--- src/actm_pkg.sv ---
// Shared constants for the converter clock and sample timing block
package actm_pkg;
  localparam logic [7:0] CTRL_OFFSET = 8'h00;
  localparam logic [7:0] STATUS_OFFSET = 8'h04;
  localparam logic [15:0] CTRL_RESET = 16'h0000;
  localparam int SRC_BIT = 15;
  localparam int RSVD_HI = 14;
  localparam int RSVD_LO = 13;
  localparam int SAMC_HI = 12;
  localparam int SAMC_LO = 8;
  localparam int DIV_HI = 7;
  localparam int DIV_LO = 0;
  localparam logic [15:0] CTRL_WR_MASK = 16'h9fff;
  localparam int STAT_ACTIVE_BIT = 0;
  localparam int STAT_SRC_BIT = 1;
  localparam int STAT_REM_LO = 8;
  localparam int STAT_REM_HI = 12;
  localparam logic [7:0] DIV_LAST_VALID = 8'h3f;
  // Oscillator periods per instruction cycle
  localparam int TCY_OSC_PERIODS = 2;
endpackage : actm_pkg

--- src/actm_smp_if.sv ---
// Carrier between the timing control core and the sample timer
`timescale 1ns/1ps
`default_nettype none
interface actm_smp_if;
  logic conv_tick;
  logic start;
  logic [4:0] count;
  logic active;
  logic done;
  logic [4:0] remaining;
  modport timer (
    input conv_tick, start, count,
    output active, done, remaining
  );
  modport core (
    output conv_tick, start, count,
    input active, done, remaining
  );
endinterface : actm_smp_if
`default_nettype wire

--- src/actm_sample_timer.sv ---
// Automatic sample interval timer counted in conversion clock periods
`timescale 1ns/1ps
`default_nettype none
module actm_sample_timer (
  // Clock and reset
  input wire logic clk_i,
  input wire logic rst_i,
  // Link to core
  actm_smp_if.timer smp
);
  logic active_q;
  logic done_q;
  logic [4:0] rem_q;
  wire logic idle_start = smp.start && !active_q;
  wire logic last_tick = active_q && smp.conv_tick && rem_q == 5'h01;

  always_ff @(posedge clk_i) begin
    if (rst_i) begin
      active_q <= 1'b0;
      done_q <= 1'b0;
      rem_q <= 5'h00;
    end else begin
      done_q <= 1'b0;
      if (idle_start) begin
        // Zero setting: no sample time at all
        active_q <= (smp.count != 5'h00);
        done_q <= (smp.count == 5'h00);
        rem_q <= smp.count;
      end else if (last_tick) begin
        active_q <= 1'b0;
        done_q <= 1'b1;
        rem_q <= 5'h00;
      end else if (active_q && smp.conv_tick) begin
        rem_q <= rem_q - 5'h01;
      end
    end
  end

  assign smp.active = active_q;
  assign smp.done = done_q;
  assign smp.remaining = rem_q;

  a_zero_sample: assert property (@(posedge clk_i) disable iff (rst_i)
    idle_start && smp.count == 5'h00 |=> done_q && !active_q)
    else $error("zero sample count did not finish at once");
  a_sample_end: assert property (@(posedge clk_i) disable iff (rst_i)
    last_tick ##1 !idle_start |-> done_q && !active_q ##1 !done_q)
    else $error("sample did not end on final conversion period");
  a_sample_hold: assert property (@(posedge clk_i) disable iff (rst_i)
    active_q && !smp.conv_tick |=> active_q && $stable(rem_q))
    else $error("sample interval moved without a conversion tick");
endmodule : actm_sample_timer
`default_nettype wire

--- src/actm_timing_ctrl.sv ---
// Converter clock source, divider and sample timing with Wishbone registers
//
// Summary of operation
// - Source bit picks RC or system-derived clock
// - Sample interval equals count in conversion periods
// - Divider code plus one instruction cycles
// - Instruction cycle is two oscillator periods
//
// Chosen here: the Wishbone slave port and the address map.
`timescale 1ns/1ps
`default_nettype none
module actm_timing_ctrl (
  // Clock and reset
  input wire logic clk_i,
  input wire logic rst_i,
  // Wishbone slave
  input wire logic cyc_i,
  input wire logic stb_i,
  input wire logic we_i,
  input wire logic [7:0] adr_i,
  input wire logic [3:0] sel_i,
  input wire logic [31:0] dat_i,
  output logic [31:0] dat_o,
  output logic ack_o,
  // Converter side
  input wire logic rc_tick_i,
  input wire logic sample_start_i,
  output logic conv_tick_o,
  output logic sample_active_o,
  output logic sample_done_o
);
  logic [15:0] ctrl_q;
  logic ack_q;
  logic [31:0] rdata_q;
  logic tcy_q;
  logic [7:0] div_cnt_q;
  logic conv_tick_q;

  actm_smp_if smp ();

  actm_sample_timer u_timer (
    .clk_i(clk_i),
    .rst_i(rst_i),
    .smp(smp)
  );

  // Bus decode
  wire logic bus_req = cyc_i && stb_i && !ack_q;
  wire logic hit_ctrl = adr_i == actm_pkg::CTRL_OFFSET;
  wire logic hit_status = adr_i == actm_pkg::STATUS_OFFSET;
  wire logic ctrl_wr = bus_req && we_i && hit_ctrl;
  wire logic [15:0] byte_mask = {{8{sel_i[1]}}, {8{sel_i[0]}}};
  // Reserved bits never store, so they always read back as zero
  wire logic [15:0] ctrl_d = ((ctrl_q & ~byte_mask)
    | (dat_i[15:0] & byte_mask)) & actm_pkg::CTRL_WR_MASK;

  wire logic clk_src_rc = ctrl_q[actm_pkg::SRC_BIT];
  wire logic [4:0] samc = ctrl_q[actm_pkg::SAMC_HI:actm_pkg::SAMC_LO];
  wire logic [7:0] div_code = ctrl_q[actm_pkg::DIV_HI:actm_pkg::DIV_LO];

  // Status fields placed by the shared positions
  logic [31:0] status_word;
  always_comb begin
    status_word = 32'h00000000;
    status_word[actm_pkg::STAT_ACTIVE_BIT] = smp.active;
    status_word[actm_pkg::STAT_SRC_BIT] = clk_src_rc;
    status_word[actm_pkg::STAT_REM_HI:actm_pkg::STAT_REM_LO] = smp.remaining;
  end
  logic [31:0] rdata_d;
  always_comb begin
    if (hit_ctrl) begin
      rdata_d = {16'h0000, ctrl_q};
    end else if (hit_status) begin
      rdata_d = status_word;
    end else begin
      rdata_d = 32'h00000000;
    end
  end

  // Instruction cycle enable from the oscillator clock
  wire logic tcy_en = tcy_q;
  // Reserved divider codes simply count longer; not guarded
  wire logic div_wrap = tcy_en && div_cnt_q >= div_code;
  wire logic conv_tick_d = clk_src_rc ? rc_tick_i : div_wrap;

  always_ff @(posedge clk_i) begin
    if (rst_i) begin
      ctrl_q <= actm_pkg::CTRL_RESET;
    end else if (ctrl_wr) begin
      ctrl_q <= ctrl_d;
    end
  end

  always_ff @(posedge clk_i) begin
    if (rst_i) begin
      ack_q <= 1'b0;
      rdata_q <= 32'h00000000;
    end else begin
      ack_q <= bus_req;
      if (bus_req && !we_i) begin
        rdata_q <= rdata_d;
      end
    end
  end

  always_ff @(posedge clk_i) begin
    if (rst_i) begin
      tcy_q <= 1'b0;
      div_cnt_q <= 8'h00;
      conv_tick_q <= 1'b0;
    end else begin
      tcy_q <= ~tcy_q;
      if (div_wrap || clk_src_rc) begin
        div_cnt_q <= 8'h00;
      end else if (tcy_en) begin
        div_cnt_q <= div_cnt_q + 8'h01;
      end
      conv_tick_q <= conv_tick_d;
    end
  end

  assign smp.conv_tick = conv_tick_q;
  assign smp.start = sample_start_i;
  assign smp.count = samc;

  assign dat_o = rdata_q;
  assign ack_o = ack_q;
  assign conv_tick_o = conv_tick_q;
  assign sample_active_o = smp.active;
  assign sample_done_o = smp.done;

  a_rc_source: assert property (@(posedge clk_i) disable iff (rst_i)
    clk_src_rc && !ctrl_wr |=> conv_tick_q == $past(rc_tick_i))
    else $error("RC source not passed to conversion clock");
  a_sys_tick: assert property (@(posedge clk_i) disable iff (rst_i)
    !clk_src_rc && tcy_en && div_cnt_q == div_code |=> conv_tick_q)
    else $error("divider terminal count gave no conversion tick");
  a_sys_quiet: assert property (@(posedge clk_i) disable iff (rst_i)
    !clk_src_rc && !(tcy_en && div_cnt_q >= div_code) |=> !conv_tick_q)
    else $error("conversion tick outside divider terminal count");
  a_div_one: assert property (@(posedge clk_i) disable iff (rst_i)
    !clk_src_rc && div_code == 8'h00 && tcy_en && !ctrl_wr ##1 !ctrl_wr
    |-> conv_tick_q ##1 !conv_tick_q ##1 conv_tick_q)
    else $error("code zero is not one instruction cycle");
  a_tcy_period: assert property (@(posedge clk_i) disable iff (rst_i)
    tcy_en |=> !tcy_en ##1 tcy_en)
    else $error("instruction cycle is not two oscillator periods");
  a_reset_clear: assert property (@(posedge clk_i)
    $past(rst_i) |-> ctrl_q == 16'h0000 && !conv_tick_q)
    else $error("control register not cleared by reset");
  a_rsvd_zero: assert property (@(posedge clk_i) disable iff (rst_i)
    ctrl_wr |=> ctrl_q[actm_pkg::RSVD_HI:actm_pkg::RSVD_LO] == 2'h0)
    else $error("reserved control bits stored a one");
  a_bus_ack: assert property (@(posedge clk_i) disable iff (rst_i)
    cyc_i && stb_i && !ack_q |=> ack_q ##1 !ack_q)
    else $error("bus answer not a single cycle after request");

  // Register bus behaviour
  a_wr_lands: assert property (@(posedge clk_i) disable iff (rst_i)
    ctrl_wr
    |=> ctrl_q == $past(ctrl_d))
    else $error("control write did not land");

  a_no_stray_wr: assert property (@(posedge clk_i) disable iff (rst_i)
    !ctrl_wr
    |=> $stable(ctrl_q))
    else $error("control register changed without a write");

  a_status_wr: assert property (@(posedge clk_i) disable iff (rst_i)
    bus_req && we_i && !hit_ctrl
    |=> $stable(ctrl_q))
    else $error("write to other address changed control");

  a_lane_low: assert property (@(posedge clk_i) disable iff (rst_i)
    ctrl_wr && !sel_i[0]
    |=> $stable(ctrl_q[7:0]))
    else $error("low byte written without its select");

  a_lane_high: assert property (@(posedge clk_i) disable iff (rst_i)
    ctrl_wr && !sel_i[1]
    |=> $stable(ctrl_q[15:8]))
    else $error("high byte written without its select");

  a_rsvd_hold: assert property (@(posedge clk_i) disable iff (rst_i)
    ctrl_wr && dat_i[14:13] != 2'h0
    |=> ctrl_q[actm_pkg::RSVD_HI:actm_pkg::RSVD_LO] == 2'h0)
    else $error("reserved bits kept written ones");

  a_rd_ctrl: assert property (@(posedge clk_i) disable iff (rst_i)
    bus_req && !we_i && hit_ctrl
    |=> dat_o == {16'h0000, $past(ctrl_q)})
    else $error("control read data wrong");

  a_rd_status: assert property (@(posedge clk_i) disable iff (rst_i)
    bus_req && !we_i && hit_status
    |=> dat_o == $past(status_word))
    else $error("status read data wrong");

  a_rd_unmapped: assert property (@(posedge clk_i) disable iff (rst_i)
    bus_req && !we_i && !hit_ctrl && !hit_status
    |=> dat_o == 32'h00000000)
    else $error("unmapped read not zero");

  a_rd_hold: assert property (@(posedge clk_i) disable iff (rst_i)
    !(bus_req && !we_i)
    |=> $stable(dat_o))
    else $error("read data moved without a read");

  a_ack_needs_req: assert property (@(posedge clk_i) disable iff (rst_i)
    !bus_req
    |=> !ack_o)
    else $error("answer without a request");

  a_ack_once: assert property (@(posedge clk_i) disable iff (rst_i)
    ack_o
    |=> !ack_o)
    else $error("answer stood longer than one cycle");

  a_reset_outs: assert property (@(posedge clk_i)
    $past(rst_i)
    |-> !ack_o && dat_o == 32'h00000000 && !sample_active_o && !sample_done_o)
    else $error("outputs not quiet after reset");

  // Conversion clock path
  a_rc_cnt_clear: assert property (@(posedge clk_i) disable iff (rst_i)
    clk_src_rc
    |=> div_cnt_q == 8'h00)
    else $error("divider ran while RC source selected");

  a_rc_no_tick: assert property (@(posedge clk_i) disable iff (rst_i)
    clk_src_rc && !rc_tick_i
    |=> !conv_tick_q)
    else $error("tick from divider while RC source selected");

  a_rc_ignored: assert property (@(posedge clk_i) disable iff (rst_i)
    !clk_src_rc && rc_tick_i && !div_wrap
    |=> !conv_tick_q)
    else $error("RC tick leaked into system source");

  a_tick_single: assert property (@(posedge clk_i) disable iff (rst_i)
    !clk_src_rc && conv_tick_q
    |=> !conv_tick_q)
    else $error("system tick longer than one cycle");

  a_cnt_step: assert property (@(posedge clk_i) disable iff (rst_i)
    !clk_src_rc && tcy_en && div_cnt_q < div_code
    |=> div_cnt_q == $past(div_cnt_q) + 8'h01)
    else $error("divider did not step on instruction cycle");

  a_cnt_idle: assert property (@(posedge clk_i) disable iff (rst_i)
    !clk_src_rc && !tcy_en
    |=> $stable(div_cnt_q))
    else $error("divider stepped between instruction cycles");

  a_cnt_wrap: assert property (@(posedge clk_i) disable iff (rst_i)
    div_wrap
    |=> div_cnt_q == 8'h00)
    else $error("divider did not restart after terminal count");

  a_tcy_first: assert property (@(posedge clk_i)
    $past(rst_i) && !rst_i
    |-> !tcy_en ##1 tcy_en)
    else $error("instruction cycle phase wrong after reset");

  // Sample interval hand-off
  a_start_takes: assert property (@(posedge clk_i) disable iff (rst_i)
    smp.start && !smp.active && samc != 5'h00
    |=> smp.active && smp.remaining == $past(samc))
    else $error("sample start did not load the count");

  a_start_busy: assert property (@(posedge clk_i) disable iff (rst_i)
    smp.start && smp.active && !conv_tick_q
    |=> smp.active && $stable(smp.remaining))
    else $error("start while busy disturbed the interval");

  a_dec_one: assert property (@(posedge clk_i) disable iff (rst_i)
    smp.active && conv_tick_q && smp.remaining > 5'h01
    |=> smp.active && smp.remaining == $past(smp.remaining) - 5'h01)
    else $error("sample count did not step on a tick");

  a_last_tick: assert property (@(posedge clk_i) disable iff (rst_i)
    smp.active && conv_tick_q && smp.remaining == 5'h01
    |=> !smp.active && smp.done)
    else $error("interval did not end on final tick");

  a_done_idle: assert property (@(posedge clk_i) disable iff (rst_i)
    smp.done
    |-> !smp.active)
    else $error("done shown while interval runs");

  a_rem_idle: assert property (@(posedge clk_i) disable iff (rst_i)
    !smp.active
    |-> smp.remaining == 5'h00)
    else $error("count left over while idle");
endmodule : actm_timing_ctrl
`default_nettype wire

--- config.mk ---
export PLATFORM = sky130hd
export DESIGN_NAME = actm_timing_ctrl
export DESIGN_NICKNAME = d
export VERILOG_FILES = /design/src/actm_pkg.sv /design/src/actm_smp_if.sv /design/src/actm_sample_timer.sv /design/src/actm_timing_ctrl.sv
export SDC_FILE = /design/constraint.sdc
export NUM_CORES = 1
export LEC_CHECK = 0
export BUFFER_PORTS_ARGS = -buffer_cell sky130_fd_sc_hd__buf_2
export CAP_MARGIN = 20
export CORE_ASPECT_RATIO = 1.25
export CORE_MARGIN = 2
export CORE_UTILIZATION = 53
export DETAILED_ROUTE_END_ITERATION = 6
export GPL_TIMING_DRIVEN = 1
export PLACE_DENSITY = 0.95
export SYNTH_ARGS = -nofsm -noshare
export SYNTH_HDL_FRONTEND = slang
export SYNTH_SLANG_ARGS = --single-unit
export TNS_END_PERCENT = 10
--- constraint.sdc ---
create_clock -name clk_i -period 4.68 [get_ports clk_i]
set_input_delay 0.234 -clock clk_i [delete_from_list [all_inputs] [get_ports clk_i]]
set_output_delay 0.234 -clock clk_i [all_outputs]
set_load 0.01 [all_outputs]
==> impl_results.md <==
* Vias at 2120
* Ys async rst share at 0%
* Reg2Reg Setup Slack at 2.61 ns
* Die Area at 5090 sq um
* Max-slew violations at 0
* Final net count at 378
* Die width at 64.2 um
* Yosys cell types at 45
* Global-route wire length before repair at 8880 um
* Cell with the largest stage delay on the worst path: dfxtp_1
* Synth top area share at 38.4%
* Layout cells sized above 1 at 20.6%
* Pwr per Cell Area at 258 nW/um^2
* CTS Buf Count at 5
* Total Wirelength at 5400 um
* Fmax at 0.484 GHz
* Outcome: complete, no violations
* Port buffer count at 48
* Placed inst area at 2580 sq um
* Critical-path maximum fanout at 8
* Non-filler cells in the finished layout at 374
* Htree depth at 2
* Critical path type: register to register
* Most numerous cell in the Yosys netlist: dfxtp_1
* Final Cell Area at 2660 sq um
* CTS max path bufs at 2
* Initial antenna violation count at 0
* Detailed Place HPWL at 3990 um
* Pleak at 1.09 nW
* WL/cell at 14.4 um
* Synth warn at 0
* Height of the die at 79.2 um
* Area occupied by multi-input gates at 1290 sq um
* CTS tree: built
* Residual DRC at 0
* Placeable Area at 4390 sq um
* Post-synth EDFFs at 0
* Setup WS post-layout at 2.61 ns
* Pre-CTS setup slack at 2.63 ns
* Total track usage at 22.2%
* 1st-pass router iterations at 4
* Hold wc startpoint: dat_i[11]
* Mean cell area of the mapped netlist at 8.66 sq um
* Clock sink total at 46
* Pin count of the biggest net entering global routing at 41
* Detail-routed via count per cell at 5.67
* Fillcell total at 392
* Row cnt at 27
* Largest cells by area after synthesis: dfxtp_1, buf_4, ha_1
* RR Endpoint: div_cnt_q[1]$_SDFFE_PP0P_
* Synth Register Bits at 46
* Critical path arrival at 2.26 ns
* Clk_skew at 0.00786 ns
* Register area share after synthesis at 38.4%
* Reg clk slew, reported paths at 0.08 ns
* WP data required at 4.88 ns
* Final Setup Violations at 0
* Total grt overflow at 0
* CTS resizes at 0
* Final hold vios at 0
* End of the critical path: div_cnt_q[1]$_SDFFE_PP0P_
* Antenna diodes at 0
* Area growth, synth to finish at 10.7%
* Post-Syn Area at 2400 sq um
* # Max-Cap Violations at 0
* Reg area at 921 sq um
* Hold-fix buffers, CTS at 0
* Critical Path End Type: register
* Setup TNS at 0 ns
* Final core occ at 60.5%
* Crit-path cells: inv_1 -> ha_1 -> nand2b_4 -> a2111oi_4 -> o311ai_4 -> a2111oi_2
* Reg2reg path depth at 6
* Commonest cells post-synth: dfxtp_1, nand2_1, a21oi_1
* Area leader, netlist: dfxtp_1
* R2r startpoint: div_cnt_q[0]$_SDFFE_PP0P_
* Clk_lat worst skew at 0.30 ns
* Relative max-transition margin at 50.9%
* Worst Setup SP: div_cnt_q[0]$_SDFFE_PP0P_
* Slowest stage delay, CP at 0.44 ns
* GP Congestion at 0.905
* Period utilization at 44.2%
* Setup Fix Bufs, Post-CTS at 0
* Starting Density at 54.6%
* HP Class: primary input to register
* Worst setup SP type: register
* Dominant synthesized flop cell: dfxtp_1
* Routed Antenna Nets at 0
* Initial DRC count at 134
* Final Critical Period at 2.07 ns
* Peak VDD IR at 0.207 mV
* Placed cell count at 367
* RSZ-0062 raised after global routing: no
* Worst-margin pin slew at 0.737 ns
* Root buf cell: clkbuf_8
* Gate Count Post-Synth at 277
* Ports at 87
* Vias in the first global route at 1941
## logic make-up (layout without fill, tap and decap cells)
kind of cell / Yosys count / count (layout) / synth area share, %
simple gates: 91 / 91 / 20.1
compound gates: 69 / 69 / 20.4
flops: 46 / 46 / 38.4
buf+inv: 46 / 68 / 10.3
fa+ha+maj: 11 / 11 / 5.74
xor+xnor: 10 / 10 / 3.65
mux: 3 / 3 / 1.25
other cells: 1 / 18 / 0.156
## final cells by class
class / instances / share of cell area (%)
Clock buffer: 6 / 2.73
Sequential cell: 46 / 34.7
Timing Repair Buffer: 48 / 9.04
Inverter: 13 / 1.84
Tap cell: 58 / 2.73
Multi-Input combinational cell: 202 / 48.7
Clock inverter: 1 / 0.282
## metal layers
layer / global-route usage [%] / part of all wire (%)
met1: 26.7 / 40
met2: 39.1 / 51
met3: 4.25 / 7.9
met4: 8.30 / 1.8
met5: 0 / 0
## critical path, delay by kind of cell, from the launching register on
kind / cells / cell delay [ns]
compound gates: 3 / 1.04
flops: 1 / 0.44
simple gates: 1 / 0.14
fa+ha+maj: 1 / 0.27
buf+inv: 1 / 0.07
## how the worst min path moves through the flow
stage | to | slack, ns | cells past startpoint
floorplan | register | 0.39 | 2
global placement | dat_o[8]$_SDFFE_PP0P_ | 0.42 | 2
detailed placement | dat_o[10]$_SDFFE_PP0P_ | 0.43 | 2
CTS | register | 0.18 | 3
global route | register | 0.19 | 3
finish | register | 0.18 | 3
## power breakdown
| group | total, mW | internal (mW) | switching, mW |
|---|---|---|---|
| sequential | 0.401 | 0.394 | 0.00638 |
| combinational | 0.0532 | 0.0199 | 0.0333 |
| clock | 0.233 | 0.103 | 0.130 |
| total | 0.687 | 0.517 | 0.170 |
## layout by cell type (no fill, tap or decap), types with 11 or more instances in the layout
cell type	n
nor2_1	16
inv_1	13
buf_2	48
nand3_1	16
a21oi_1	21
conb_1	18
ha_1	11
o21ai_0	16
a22oi_1	14
nand2_1	28
dfxtp_1	46
## through the flow
step                power, mW  hold slack (ns)
floorplan               0.450            0.386
global placement        0.460            0.420
detailed placement      0.462            0.432
CTS                     0.687            0.176
global route            0.711            0.189
finish                  0.687            0.181
Power figures use the tool's default switching activity.
